[config.mk]
export PLATFORM = sky130hd
export DESIGN_NAME = ulpi_register_and_rxcmd_port
export DESIGN_NICKNAME = d
export VERILOG_FILES = /design/src/hw/ulpi_port_pkg.sv /design/src/hw/ulpi_register_and_rxcmd_port.sv
export SDC_FILE = /design/constraint.sdc
export NUM_CORES = 1
export LEC_CHECK = 0
export ABC_AREA = 1
export BUFFER_PORTS_ARGS = -buffer_cell sky130_fd_sc_hd__buf_4
export CAP_MARGIN = 5
export CORE_MARGIN = 2
export CORE_UTILIZATION = 46
export DETAILED_ROUTE_END_ITERATION = 7
export GPL_ROUTABILITY_DRIVEN = 1
export SYNTH_ARGS = -nofsm -noshare
export SYNTH_HDL_FRONTEND = slang
export SYNTH_SLANG_ARGS = --single-unit
export TNS_END_PERCENT = 20
[constraint.sdc]
create_clock -name mclk -period 3.5 [get_ports mclk]
set_input_delay 0.35 -clock mclk [delete_from_list [all_inputs] [get_ports mclk]]
set_output_delay 0.35 -clock mclk [all_outputs]
set_load 0.02 [all_outputs]
[src/hw/ulpi_port_pkg.sv]
// Package with constants and types for the ULPI register and receive command port.
package ulpi_port_pkg;

  // ****************************************
  // Command byte encoding
  // ****************************************
  localparam logic [1:0] CMD_IDLE = 2'h0;
  localparam logic [1:0] CMD_TRANSMIT = 2'h1;
  localparam logic [1:0] CMD_REG_WRITE = 2'h2;
  localparam logic [1:0] CMD_REG_READ = 2'h3;
  localparam logic [7:0] BUS_IDLE = 8'h00;

  // ****************************************
  // Register addresses
  // ****************************************
  localparam logic [5:0] ADDR_IRQ_LATCH = 6'h14;
  localparam logic [5:0] ADDR_LINE_STATE_DEBUG = 6'h15;
  localparam logic [5:0] ADDR_SCRATCH_WRITE = 6'h16;
  localparam logic [5:0] ADDR_SCRATCH_SET = 6'h17;
  localparam logic [5:0] ADDR_SCRATCH_CLEAR = 6'h18;
  localparam logic [5:0] ADDR_VENDOR_FIRST = 6'h30;
  localparam logic [5:0] ADDR_VENDOR_LAST = 6'h3f;

  // ****************************************
  // Reset values
  // ****************************************
  localparam logic [7:0] SCRATCH_RESET = 8'h00;
  localparam logic [4:0] IRQ_LATCH_RESET = 5'h00;
  localparam logic [4:0] IRQ_ENABLE_RESET = 5'h1f;

  // ****************************************
  // Receive command field values
  // ****************************************
  localparam logic [1:0] VBUS_BELOW_END = 2'h0;
  localparam logic [1:0] VBUS_END_TO_SESS = 2'h1;
  localparam logic [1:0] VBUS_SESS_TO_VALID = 2'h2;
  localparam logic [1:0] VBUS_ABOVE_VALID = 2'h3;
  localparam logic [1:0] RXEV_NONE = 2'h0;
  localparam logic [1:0] RXEV_ACTIVE = 2'h1;
  localparam logic [1:0] RXEV_ERROR = 2'h3;
  localparam logic [1:0] RXEV_DISCONNECT = 2'h2;

  // Analogue status sampled from the transceiver.
  typedef struct packed {
    logic idPin;
    logic hostDisconnect;
    logic vbusValid;
    logic sessValid;
    logic sessEnd;
    logic rxError;
    logic rxActive;
    logic line_state_bit_high;
    logic line_state_bit_low;
  } phy_status_t;

  // Receive command byte layout.
  typedef struct packed {
    logic reserved;
    logic idState;
    logic [1:0] rxEvent;
    logic [1:0] vbusState;
    logic [1:0] lineState;
  } rx_cmd_t;

  // Decoded transmit start.
  typedef struct packed {
    logic start;
    logic hasPid;
    logic [3:0] pid;
  } tx_start_t;

endpackage : ulpi_port_pkg

[src/hw/ulpi_register_and_rxcmd_port.sv]
// PHY side ULPI command decoder, register handshakes and receive command generator.
//
// Behaviour
// - Debug register returns line state, zeros above.
// - Scratch byte writable, settable, clearable, readable.
// - Command 01 starts transmit with optional PID.
// - Command 10 is register write to address.
// - Command 11 is register read from address.
// - Write handshake: next, data, stop, next drops.
// - Direction stays low during register write.
// - Written value stored after stop deasserts.
// - Read: next, then direction up, next down.
// - Drive register data one cycle, release bus.
// - Line change while idle sends receive command.
// - Receive: command byte when direction high, next low.
// - Transmit: receive commands only after stop.
// - VBUS or ID change sends receive command.
// - Bits 1:0 carry line state bits.
// - Bits 3:2 encode VBUS level.
// - Bits 5:4 encode receive events.
// - Bit 6 mirrors ID pin level.
// - Reading latched status clears its bits.
`timescale 1ns/1ps
`default_nettype none

module ulpi_register_and_rxcmd_port (
  // Clock and reset.
  input wire logic mclk,
  input wire logic rst_b,
  // ULPI link pins.
  input wire logic [7:0] dataIn,
  output logic [7:0] dataOut,
  output logic dataOe_b,
  output logic dir,
  output logic nxt,
  input wire logic stp,
  // Transceiver status.
  input wire ulpi_port_pkg::phy_status_t phyStatus,
  // Transmit start towards the packet path.
  output ulpi_port_pkg::tx_start_t txStart
);
  import ulpi_port_pkg::*;

  // ****************************************
  // Reset synchroniser
  // ****************************************
  logic rstMeta_b;
  logic rstSync_b;
  always_ff @(posedge mclk or negedge rst_b) begin
    if (!rst_b) begin
      rstMeta_b <= 1'b0;
      rstSync_b <= 1'b0;
    end else begin
      rstMeta_b <= 1'b1;
      rstSync_b <= rstMeta_b;
    end
  end

  typedef enum {
    ST_IDLE, ST_WR_NXT, ST_WR_DATA, ST_WR_STOP, ST_RD_NXT, ST_RD_TURN, ST_RD_DATA,
    ST_TX, ST_RX_TURN, ST_RX_CMD
  } state_t;

  state_t state;
  state_t next_state;
  logic [5:0] addr;
  logic [7:0] wrData;
  logic [7:0] scratch;
  logic [4:0] irqLatch;
  phy_status_t lastStatus;
  logic rxPending;

  // ****************************************
  // Command decode
  // ****************************************
  wire [1:0] cmdKind = dataIn[7:6];
  wire cmdSeen = (state == ST_IDLE) && (cmdKind != CMD_IDLE);
  wire txNoPid = (dataIn[5:0] == 6'h00);
  wire [3:0] txPid = dataIn[3:0];

  // ****************************************
  // Receive command encoding
  // ****************************************
  // VBUS level encode
  wire [1:0] vbusCode = phyStatus.vbusValid ? VBUS_ABOVE_VALID :
                        phyStatus.sessValid ? VBUS_SESS_TO_VALID :
                        phyStatus.sessEnd ? VBUS_BELOW_END : VBUS_END_TO_SESS;
  wire [1:0] rxEvCode = phyStatus.hostDisconnect ? RXEV_DISCONNECT :
                        (phyStatus.rxActive && phyStatus.rxError) ? RXEV_ERROR :
                        phyStatus.rxActive ? RXEV_ACTIVE : RXEV_NONE;
  rx_cmd_t rxCmd;
  assign rxCmd.lineState = {phyStatus.line_state_bit_high, phyStatus.line_state_bit_low};
  assign rxCmd.vbusState = vbusCode;
  assign rxCmd.rxEvent = rxEvCode;
  assign rxCmd.idState = phyStatus.idPin;
  assign rxCmd.reserved = 1'b0;

  wire lineChange = {phyStatus.line_state_bit_high, phyStatus.line_state_bit_low} !=
                    {lastStatus.line_state_bit_high, lastStatus.line_state_bit_low};
  wire compChange = (phyStatus.vbusValid != lastStatus.vbusValid) ||
                    (phyStatus.sessValid != lastStatus.sessValid) ||
                    (phyStatus.sessEnd != lastStatus.sessEnd) ||
                    (phyStatus.idPin != lastStatus.idPin);
  wire rxWant = lineChange || compChange || rxPending;

  // Event sources for the latched status: disconnect, vbus, sess, end, id.
  wire [4:0] evNow = {phyStatus.idPin, phyStatus.sessEnd, phyStatus.sessValid,
                      phyStatus.vbusValid, phyStatus.hostDisconnect};
  wire [4:0] evLast = {lastStatus.idPin, lastStatus.sessEnd, lastStatus.sessValid,
                       lastStatus.vbusValid, lastStatus.hostDisconnect};
  wire [4:0] evRise = evNow & ~evLast & IRQ_ENABLE_RESET;
  wire [4:0] evFall = ~evNow & evLast & IRQ_ENABLE_RESET;
  wire [4:0] evHit = evRise | evFall;

  // ****************************************
  // Register read mux
  // ****************************************
  // debug register
  wire [7:0] debugValue = {6'h00, phyStatus.line_state_bit_high, phyStatus.line_state_bit_low};
  wire readScratch = (addr == ADDR_SCRATCH_WRITE) || (addr == ADDR_SCRATCH_SET) ||
                     (addr == ADDR_SCRATCH_CLEAR);
  wire [7:0] readValue = (addr == ADDR_LINE_STATE_DEBUG) ? debugValue :
                         (addr == ADDR_IRQ_LATCH) ? {3'h0, irqLatch} :
                         readScratch ? scratch : 8'h00;
  wire irqReadClear = (state == ST_RD_DATA) && (addr == ADDR_IRQ_LATCH);

  // ****************************************
  // Scratch write decode
  // ****************************************
  // commit after stop falls
  wire commit = (state == ST_WR_STOP) && !stp;
  wire [7:0] scratchNew = (addr == ADDR_SCRATCH_WRITE) ? wrData :
                          (addr == ADDR_SCRATCH_SET) ? (scratch | wrData) :
                          (addr == ADDR_SCRATCH_CLEAR) ? (scratch & ~wrData) : scratch;

  // ****************************************
  // Protocol state machine
  // ****************************************
  always_comb begin
    next_state = state;
    case (state)
      ST_IDLE: begin
        if (cmdKind == CMD_REG_WRITE) begin
          next_state = ST_WR_NXT;
        end else if (cmdKind == CMD_REG_READ) begin
          next_state = ST_RD_NXT;
        end else if (cmdKind == CMD_TRANSMIT) begin
          next_state = ST_TX;
        end else if (rxWant) begin
          next_state = ST_RX_TURN;
        end
      end
      ST_WR_NXT: begin
        next_state = ST_WR_DATA;
      end
      ST_WR_DATA: begin
        if (stp) begin
          next_state = ST_WR_STOP;
        end
      end
      ST_WR_STOP: begin
        if (!stp) begin
          next_state = ST_IDLE;
        end
      end
      ST_RD_NXT: begin
        next_state = ST_RD_TURN;
      end
      ST_RD_TURN: begin
        next_state = ST_RD_DATA;
      end
      ST_RD_DATA: begin
        next_state = ST_IDLE;
      end
      ST_TX: begin
        if (stp) begin
          next_state = ST_RX_TURN;
        end
      end
      ST_RX_TURN: begin
        next_state = ST_RX_CMD;
      end
      ST_RX_CMD: begin
        next_state = ST_IDLE;
      end
      default: begin
        next_state = ST_IDLE;
      end
    endcase
  end

  // Registered pin values for the next cycle.
  // direction low while writing
  wire next_dir = (next_state == ST_RD_TURN) || (next_state == ST_RD_DATA) ||
                  (next_state == ST_RX_TURN) || (next_state == ST_RX_CMD);
  wire next_nxt = (next_state == ST_WR_NXT) || (next_state == ST_WR_DATA) ||
                  (next_state == ST_RD_NXT) || (next_state == ST_TX);
  wire next_oe = (next_state == ST_RD_DATA) || (next_state == ST_RX_CMD);
  wire [7:0] next_dataOut = (next_state == ST_RD_DATA) ? readValue :
                            (next_state == ST_RX_CMD) ? rxCmd : BUS_IDLE;

  // ****************************************
  // Register update controls
  // ****************************************
  wire captureData = (state == ST_WR_DATA) && !stp;
  wire txSeen = cmdSeen && (cmdKind == CMD_TRANSMIT);
  wire statusEvent = lineChange || compChange;
  wire rxSent = (state == ST_RX_CMD);
  wire [4:0] next_irqLatch = (irqReadClear ? 5'h00 : irqLatch) | evHit;

  // ****************************************
  // Protocol registers
  // ****************************************
  always_ff @(posedge mclk or negedge rstSync_b) begin
    if (!rstSync_b) begin
      state <= ST_IDLE;
    end else begin
      state <= next_state;
    end
  end

  always_ff @(posedge mclk or negedge rstSync_b) begin
    if (!rstSync_b) begin
      dir <= 1'b0;
    end else begin
      dir <= next_dir;
    end
  end

  always_ff @(posedge mclk or negedge rstSync_b) begin
    if (!rstSync_b) begin
      nxt <= 1'b0;
    end else begin
      nxt <= next_nxt;
    end
  end

  always_ff @(posedge mclk or negedge rstSync_b) begin
    if (!rstSync_b) begin
      dataOe_b <= 1'b1;
    end else begin
      dataOe_b <= !next_oe;
    end
  end

  always_ff @(posedge mclk or negedge rstSync_b) begin
    if (!rstSync_b) begin
      dataOut <= BUS_IDLE;
    end else begin
      dataOut <= next_dataOut;
    end
  end

  // ****************************************
  // Command capture registers
  // ****************************************
  always_ff @(posedge mclk or negedge rstSync_b) begin
    if (!rstSync_b) begin
      addr <= 6'h00;
    end else if (cmdSeen) begin
      addr <= dataIn[5:0];
    end
  end

  always_ff @(posedge mclk or negedge rstSync_b) begin
    if (!rstSync_b) begin
      wrData <= 8'h00;
    end else if (captureData) begin
      wrData <= dataIn;
    end
  end

  always_ff @(posedge mclk or negedge rstSync_b) begin
    if (!rstSync_b) begin
      txStart <= '0;
    end else begin
      txStart.start <= txSeen;
      txStart.hasPid <= !txNoPid;
      txStart.pid <= txPid;
    end
  end

  // ****************************************
  // Scratch and status registers
  // ****************************************
  always_ff @(posedge mclk or negedge rstSync_b) begin
    if (!rstSync_b) begin
      scratch <= SCRATCH_RESET;
    end else if (commit) begin
      scratch <= scratchNew;
    end
  end

  // Sets win over the read clear.
  always_ff @(posedge mclk or negedge rstSync_b) begin
    if (!rstSync_b) begin
      irqLatch <= IRQ_LATCH_RESET;
    end else begin
      irqLatch <= next_irqLatch;
    end
  end

  always_ff @(posedge mclk or negedge rstSync_b) begin
    if (!rstSync_b) begin
      lastStatus <= '0;
    end else begin
      lastStatus <= phyStatus;
    end
  end

  always_ff @(posedge mclk or negedge rstSync_b) begin
    if (!rstSync_b) begin
      rxPending <= 1'b0;
    end else if (rxSent) begin
      rxPending <= statusEvent;
    end else if (statusEvent) begin
      rxPending <= 1'b1;
    end
  end

endmodule : ulpi_register_and_rxcmd_port

`default_nettype wire

# Word-level counts from Yosys, hierarchy flattened
# Index checks and enable logic that the tools add are counted.
# totals
regBits,86
latchBits,0
ram_bits,0
romBits,0
in_bits,20
output_inout_bits,17
mem_count,0
# op_classes
addsub,0
n_mul,0
n_div,0
magnitude_cmp,0
eq_ne,32
n_shift,0
n_mux,25
bitwise_logic,9
reduce_logical,30
# op_table
op,n
one-hot mux 32 bit (8 select lines),1
two-way mux 32 bit,7
"== test 32 x 3 -> 1 bit, second input constant",6
"== test 32 x 4 -> 1 bit, second input constant",6
"== test 32 x 2 -> 1 bit, second input constant",3
"== test 32 x 5 -> 1 bit, second input constant",3
zero test 32 bit,2
two-way mux 8 bit,7
"== test 32 x 1 -> 1 bit, second input constant",1
"== test 6 x 5 -> 1 bit, second input constant",5
logical OR 1 bit,14
bitwise AND 5 bit,2
NOT 5 bit,2
bitwise OR 5 bit,2
bitwise AND 8 bit,1
two-way mux 2 bit,4
NOT 8 bit,1
bitwise OR 8 bit,1
two-way mux 7 bit,1
logical AND 1 bit,6
zero test 6 bit,1
two-way mux 5 bit,1
"== test 2 bit, second input constant",2
two-way mux 1 bit,4
other kinds (7),13

# Depth between registers and ports, before layout
# Gate-level depths: netlist of the first run.
# logic_depth
word_depth,15
depth_mapped,15
depth_no_buf,14

# Worst setup path after synthesis of the first run
# OpenSTA, ideal clock, no wires.
# synth_path
path_kind,reg-to-reg
startpoint,reg state[26]
endpoint,reg dataOut[1]
setup_ns,0.123
arrival_ns,1.424
setup_slack_ns,1.953
path_stages_with_launch,16
n_path_buf,1
synth_period_minus_slack_ns,1.547
path_cell_list,dfrtp_1 nor2_1 nand2_1 nor2_1 nand2_2 inv_2 buf_6 nand3_2 nand2_1 nor2_1 nand2_2 inv_2 nand3_4 inv_2 nand2_1 o21ai_1
# synth_between
elab_cells_between_ends,20
cone_classes,eq/ne (9); mux (10); reduce/logical (1)
# synth_rtl
item,line_no,text
start: declaration,ulpi_register_and_rxcmd_port.sv:64,state_t state;
start signal: assignment,ulpi_register_and_rxcmd_port.sv:218,state <= next_state;
== test 32 x 4 -> 1 bit (tied with other cells),ulpi_register_and_rxcmd_port.sv:141,case (state)
one-hot mux 32 bit (8 select lines) (*),ulpi_register_and_rxcmd_port.sv:141,
named net next_state[0],ulpi_register_and_rxcmd_port.sv:65,state_t next_state;
== test 32 x 5 -> 1 bit,ulpi_register_and_rxcmd_port.sv:200,(next_state == ST_RX_CMD) ? rxCmd : BUS_IDLE;
two-way mux 7 bit,ulpi_register_and_rxcmd_port.sv:200,
two-way mux 8 bit (*),ulpi_register_and_rxcmd_port.sv:199,wire [7:0] next_dataOut = (next_state == ST_RD_DATA) ? readValue :
named net next_dataOut[1],ulpi_register_and_rxcmd_port.sv:199,
end signal: assignment,ulpi_register_and_rxcmd_port.sv:250,dataOut <= next_dataOut;
end: declaration,ulpi_register_and_rxcmd_port.sv:32,"output logic [7:0] dataOut,"
# The timed path passes the listed nets; every way through them passes the cells marked *.
# A chain may end at the register's enable or synchronous reset.

# Worst setup path after layout of the first run
# layout_path
startpoint,reg state[5]
endpoint,reg nxt
# layout_between
elab_cells_between_ends,23
cone_classes,eq/ne (11); mux (8); reduce/logical (4)
# layout_rtl
item,line_no,text
== test 32 x 4 -> 1 bit (tied with other cells),ulpi_register_and_rxcmd_port.sv:141,
one-hot mux 32 bit (8 select lines) (*),ulpi_register_and_rxcmd_port.sv:141,
named net next_state[3],ulpi_register_and_rxcmd_port.sv:65,
== test 32 x 2 -> 1 bit or == test 32 x 3 -> 1 bit (tied branches),ulpi_register_and_rxcmd_port.sv:196,wire next_nxt = (next_state == ST_WR_NXT) || (next_state == ST_WR_DATA) ||
logical OR 1 bit (2 in series),ulpi_register_and_rxcmd_port.sv:196,
logical OR 1 bit (*),ulpi_register_and_rxcmd_port.sv:197,(next_state == ST_RD_NXT) || (next_state == ST_TX);
named net next_nxt,ulpi_register_and_rxcmd_port.sv:196,
end signal: assignment,ulpi_register_and_rxcmd_port.sv:234,nxt <= next_nxt;
end: declaration,ulpi_register_and_rxcmd_port.sv:35,"output logic nxt,"
# Marked as above.

==> results of run 1 <==
[cell type report]
type	count	area, µm²
fill	696	3150
sequential	86	2160
multi-input combinational	256	1190
timing repair buffer	37	280
inverter	55	206
clock buffer	11	141
tap	99	124
clock inverter	4	47.5
[logic make-up (layout without fill, tap and decap cells)]
family,Yosys count,after routing,share of synthesized area
simple gates,171,171,0.221
xor+xnor,3,3,0.00758
flops,86,86,0.621
compound gates,53,53,0.0830
other cells,2,29,0.00217
buf+inv,58,107,0.0650
[registers in the layout (all words and copies together) (netlist names), named ones only]
signal,cells
state,32
rxPending,1
lastStatus,2
dataOut,8
evLast,5
nxt,1
addr,6
txStart,6
irqLatch,5
dir,1
dataOe_b,1
rstSync_b,1
rstMeta_b,1
wrData,8
[power groups by stage]
stage | Sequential [W] | Combinational, W | Clock, W
floorplan | 0.00106 | 0.0000243 | 0
finish | 0.00104 | 0.0000609 | 0.000676
CTS | 0.00104 | 0.0000613 | 0.000693
detailed placement | 0.00106 | 0.0000601 | 0
global placement | 0.00106 | 0.0000594 | 0
global route | 0.00105 | 0.0000700 | 0.000739
[routing by layer]
layer | track usage | share of wire | up-vias
met5 | 0 | 0 | -
met3 | 0.0367 | 0.037 | 12
met4 | 0.0884 | 0.023 | 0
met2 | 0.275 | 0.45 | 47
li1 | - | - | 1286
met1 | 0.257 | 0.49 | 1128
[layout by cell type, fill, tap and decap left out, drive strengths merged, types with 3 or more instances in the layout]
cell and instances:
buf 36, conb 29, clkbuf 11, nand3 19, inv 54, dfrtp 85, a22oi 3, clkinv 3
nor2 58, nand4 7, nor3 3, nand2 81, o21ai 42
[metrics by stage]
stage / util / hold slack [ns] / area, µm² / std cells / total power (W)
detailed placement: 0.541 / 0.134 / 3950 / 532 / 0.00112
finish: 0.569 / 0.107 / 4150 / 548 / 0.00178
global route: 0.569 / 0.0873 / 4150 / 548 / 0.00186
global placement: 0.541 / 0.135 / 3950 / 532 / 0.00112
floorplan: - / 0.0544 / 3570 / 400 / 0.00108
CTS: 0.569 / 0.0918 / 4150 / 548 / 0.00180
[worst max-delay path by stage]
stage / start / endpoint
after global placement: state[5] / nxt
after detailed placement: state[5] / nxt
after CTS: state[5] / nxt
after global routing: state[5] / nxt
after floorplan: rstSync_b / asynchronous set/reset pin
final: state[5] / nxt
[timing repair]
| action | in CTS | in global routing |
|---|---|---|
| hold buffers | 1 | 0 |
| endpoints found under the hold margin | 2 | 0 |
| setup endpoints to repair | 0 | 0 |
==> flow_summary.json, run 1 <==
{
  "status": "complete, no violations",
  "p_leak_nw": 2.05,
  "synthesis.area_um2": 3470,
  "yosysUniqueCellTypes": 31,
  "r2r_slack_ns": 1.52,
  "dieHeight_um": 90.8,
  "synth_area_leaders": "dfrtp_1 (61%), nand2_1 (8.2%), nor2_1 (5.6%)",
  "dpl_worst_slack_ns": 1.55,
  "synth_seq_area_share": 0.621,
  "critPathTopFamily": "simple AND/OR/NAND/NOR gates",
  "rows": 31,
  "p_per_area_nw_per_um2": 429,
  "cts_setup_buffers": 0,
  "nNetsFinal": 465,
  "clk_path_buf_depth": 2,
  "required_ns": 3.74,
  "tns_ns": 0,
  "vias_per_cell": 4.51,
  "coreArea_um2": 7290,
  "whs_endpoint": "txStart[0]",
  "period_minus_slack_ns": 1.98,
  "crit_cells": 12,
  "gp_congestion": 0.896,
  "cts_resized": 0,
  "reg2reg_depth": 12,
  "synthFlopType": "dfrtp_1",
  "insertion_delay_ns": 0.36,
  "io_buffers": 36,
  "setup_viol": 0,
  "gr-total-overflow": 0,
  "min_period_over_period": 0.567,
  "clkPwrFrac": 0.380,
  "min_from": "dataIn[0]",
  "synthTopCellsByCount": "dfrtp_1 (85), nand2_1 (76), nor2_1 (52), inv_1 (49), o21ai_0 (37)",
  "drt_pass1_iterations": 6,
  "yosysTopAreaCell": "dfrtp_1",
  "cts_root_buf": "clkbuf_8",
  "crit_path_frequent_cell": "nand2_1",
  "fmax_mhz": 504,
  "min_path_type": "in -> reg",
  "start_util": 0.475,
  "pwr-share-seq": 0.586,
  "grtUsageTotal": 0.184,
  "cts_tree": "built",
  "fin_skew_ns": 0.0121,
  "die_area_um2": 8250,
  "synth.avg_cell_area_um2": 9.30,
  "final_hold_viol_count": 0,
  "cts_buffers": 9,
  "final.setup.worst_slack_ns": 1.52,
  "die_w_um": 90.8,
  "p_sw_w": 0.000391,
  "swShare": 0.220,
  "vias": 2473,
  "ys_ff_latch": 86,
  "clk_pin_slew_ns": 0.08,
  "yosys_warnings": 0,
  "antenna_found_initial": 0,
  "ios": 37,
  "synth_top_area_share": 0.613,
  "drive_above_1_share": 0.163,
  "cp_max_fo": 17,
  "cap_violations": 0,
  "routed_wl_um": 6740,
  "arrival_ns": 2.23,
  "cts.sinks": 86,
  "holdPathStages": 1,
  "synthArstFlopShare": 1.00,
  "tightest_slew_ns": 1.07,
  "max_slew_margin": 0.277,
  "p_int_w": 0.00139,
  "r2r_start": "state[5]",
  "route.detailed.drc": 0,
  "synth-edff-count": 0,
  "rsz0062_at_grt": "no",
  "postSynthCellCount": 373,
  "syn_to_final_growth_pct": 19.6,
  "r2r-end": "nxt",
  "hpwlAfterDp_um": 4810,
  "wire_per_inst_um": 12.3,
  "peakVddDrop_mv": 0.225,
  "grt_pass1_vias": 2417,
  "start_kind": "register",
  "postRouteAntennaNets": 0,
  "cp.buffers_inverters": 2,
  "grt_max_degree": 85,
  "slowest_delay_ns": 0.36,
  "cp-end-kind": "register",
  "path_cells": "nor2_1 > nand2_1 > inv_2 > nand2_1 > nor2_2 > nand3_2 > nand4_1 > nand2_1 > nand2_1 > inv_1 > nand2_1 > nor2_1",
  "drt-initial-drc-count": 110,
  "slowest_stage": "dfrtp_1",
  "grt_pass1_wl_um": 11800,
  "antennaDiodeCount": 0,
  "crit_type": "reg -> reg",
  "slew_violations": 0,
  "htreeDepth": 3,
  "synth.most_common_cell": "dfrtp_1",
  "p_comb_frac": 0.034
}
No activity file was read; power rests on OpenSTA's default activity.
==> run 2, diff against run 1 <==
- clock period: 3.5 -> 1.85 ns (I/O delays scaled with it)
==> flow_summary.json, run 2 (synthesis results as in run 1) <==
{
  "dpl_worst_slack_ns": -0.120,
  "cts_tree": "built",
  "antennaDiodeCount": 0,
  "drive_above_1_share": 0.236,
  "clk_pin_slew_ns": 0.09,
  "syn_to_final_growth_pct": 32.6,
  "p_int_w": 0.00268,
  "required_ns": 2.11,
  "pwr-share-seq": 0.555,
  "final.setup.worst_slack_ns": -0.00448,
  "drt_pass1_iterations": 5,
  "slew_violations": 0,
  "arrival_ns": 2.12,
  "nNetsFinal": 503,
  "stdcell_area_um2": 4600,
  "placed_cells": 544,
  "htreeDepth": 3,
  "fmax_mhz": 539,
  "peakVddDrop_mv": 0.479,
  "final_common_cell": "dfrtp_1",
  "cp-end-kind": "register",
  "mostFrequentLayoutCells": "dfrtp_1 (84), nand2_1 (75), buf_4 (60)",
  "insertion_delay_ns": 0.37,
  "die_area_um2": 8250,
  "top_register": "state",
  "grt_max_degree": 41,
  "clkPwrFrac": 0.397,
  "wl_met2_um": 3540,
  "top_regs": "state (32), dataOut (8), wrData (8)",
  "placed_area_um2": 4050,
  "antenna_found_initial": 0,
  "p_leak_nw": 2.29,
  "cts_buffers": 9,
  "p_total_w": 0.00351,
  "min_path_type": "in -> reg",
  "hpwlAfterDp_um": 5000,
  "fin_skew_ns": 0.0150,
  "route.met3.wl_um": 348,
  "rsz0062_at_grt": "yes",
  "rows": 31,
  "final_hold_viol_count": 0,
  "status": "finished, violations left",
  "die_w_um": 90.8,
  "vias_per_cell": 4.60,
  "fin_cells": 587,
  "wl_met1_um": 3390,
  "io_buffers": 36,
  "cts.sinks": 86,
  "largest_register_ffs": 32,
  "setup_viol": 1,
  "nFillCells": 647,
  "period_minus_slack_ns": 1.85,
  "r2r_slack_ns": -0.004,
  "crit_type": "reg -> reg",
  "start_kind": "register",
  "p_comb_frac": 0.048,
  "routed_wl_um": 7410,
  "drt-initial-drc-count": 111,
  "grt_pass1_vias": 2669,
  "grtUsageTotal": 0.192,
  "clk_path_buf_depth": 2,
  "postRouteAntennaNets": 0,
  "p_per_area_nw_per_um2": 764,
  "cp_max_fo": 6,
  "ios": 37,
  "cap_violations": 0,
  "hold_ws_ns": 0.0338,
  "vias": 2701,
  "gp_congestion": 0.926,
  "swShare": 0.237,
  "min_period_over_period": 1.00,
  "cts_root_buf": "clkbuf_8",
  "coreArea_um2": 7290,
  "gr-total-overflow": 0,
  "highest_layer": "met4",
  "violations": "negative setup slack",
  "start_util": 0.475,
  "p_sw_w": 0.000833,
  "wire_per_inst_um": 12.6,
  "route.detailed.drc": 0,
  "grt_pass1_wl_um": 12300,
  "dieHeight_um": 90.8
}
==> run 2: cell count changes in the layout (fill, tap and decap cells not counted), moves of 4 or more <==
| cell | change |
|---|---|
| buf_4 | +24 |
| dlygate4sd3_1 | +11 |
| inv_6 | +5 |
| nor2_1 | -8 |
| nor2_4 | +5 |
| o21ai_0 | -4 |
| o21ai_1 | +4 |
==> run 2: layout make-up <==
| type | instances | area, µm² | area share |
|---|---|---|---|
| multi-input combinational | 257 | 1280 | 0.278 |
| timing repair buffer | 74 | 611 | 0.133 |
| sequential | 86 | 2160 | 0.469 |
| clock inverter | 6 | 73.8 | 0.0161 |
| tap | 99 | 124 | 0.0269 |
| inverter | 55 | 214 | 0.0465 |
| clock buffer | 10 | 138 | 0.0299 |
==> run 2: power by group through the flow <==
stage | logic, W | registers (W) | clock network [W]
floorplan | 0.0000460 | 0.00200 | 0
global placement | 0.000145 | 0.00198 | 0
detailed placement | 0.000146 | 0.00199 | 0
CTS | 0.000169 | 0.00195 | 0.00142
global route | 0.000195 | 0.00196 | 0.00150
finish | 0.000169 | 0.00195 | 0.00140
==> run 2: per-stage QoR <==
stage / util / setup TNS (ns)
6_report: 0.630 / -0.00448
3_5_place_dp: 0.555 / -0.641
5_1_grt: 0.630 / -0.822
3_3_place_gp: 0.555 / -0.466
2_1_floorplan: - / 0
4_1_cts: 0.611 / 0
==> run 2: what timing repair did <==
item                       4_1_cts  5_1_grt
pin swaps                        1       15
cloned                           1        0
buffers inserted                 6        8
hold buffers                    12        0
hold endpoints to repair        13        0
setup endpoints to repair       12       18
gates resized for setup          5       23
==> run 2: per-layer routing <==
layer,vias to the layer above,global-route usage
li1,1373,-
met1,1266,0.259
met2,53,0.299
met3,9,0.0384
met4,0,0.0947
met5,-,0
==> run 2: critical path, stage by stage (launching register included) <==
cell and delay, ns:
dfrtp_1 0.42, nor2_2 0.16, nand2_1 0.07, nor2_1 0.09
nand2_1 0.09, nor2_4 0.18, nand2_1 0.12, o211ai_1 0.20
nand2_1 0.11, nand2_1 0.14, inv_1 0.08, nand2_1 0.06
nor2_1 0.03
==> run 2: worst paths after layout <==
check,start,endpoint,depth (start not counted)
max,state[0],nxt,12
min,dataIn[4],txStart[4],3
max reg2reg,state[0],nxt,12
min reg2reg,rstSync_b,wrData[3],0
max in group asynchronous,rstSync_b,state[0],1
min in group asynchronous,rst_b,rstSync_b,2
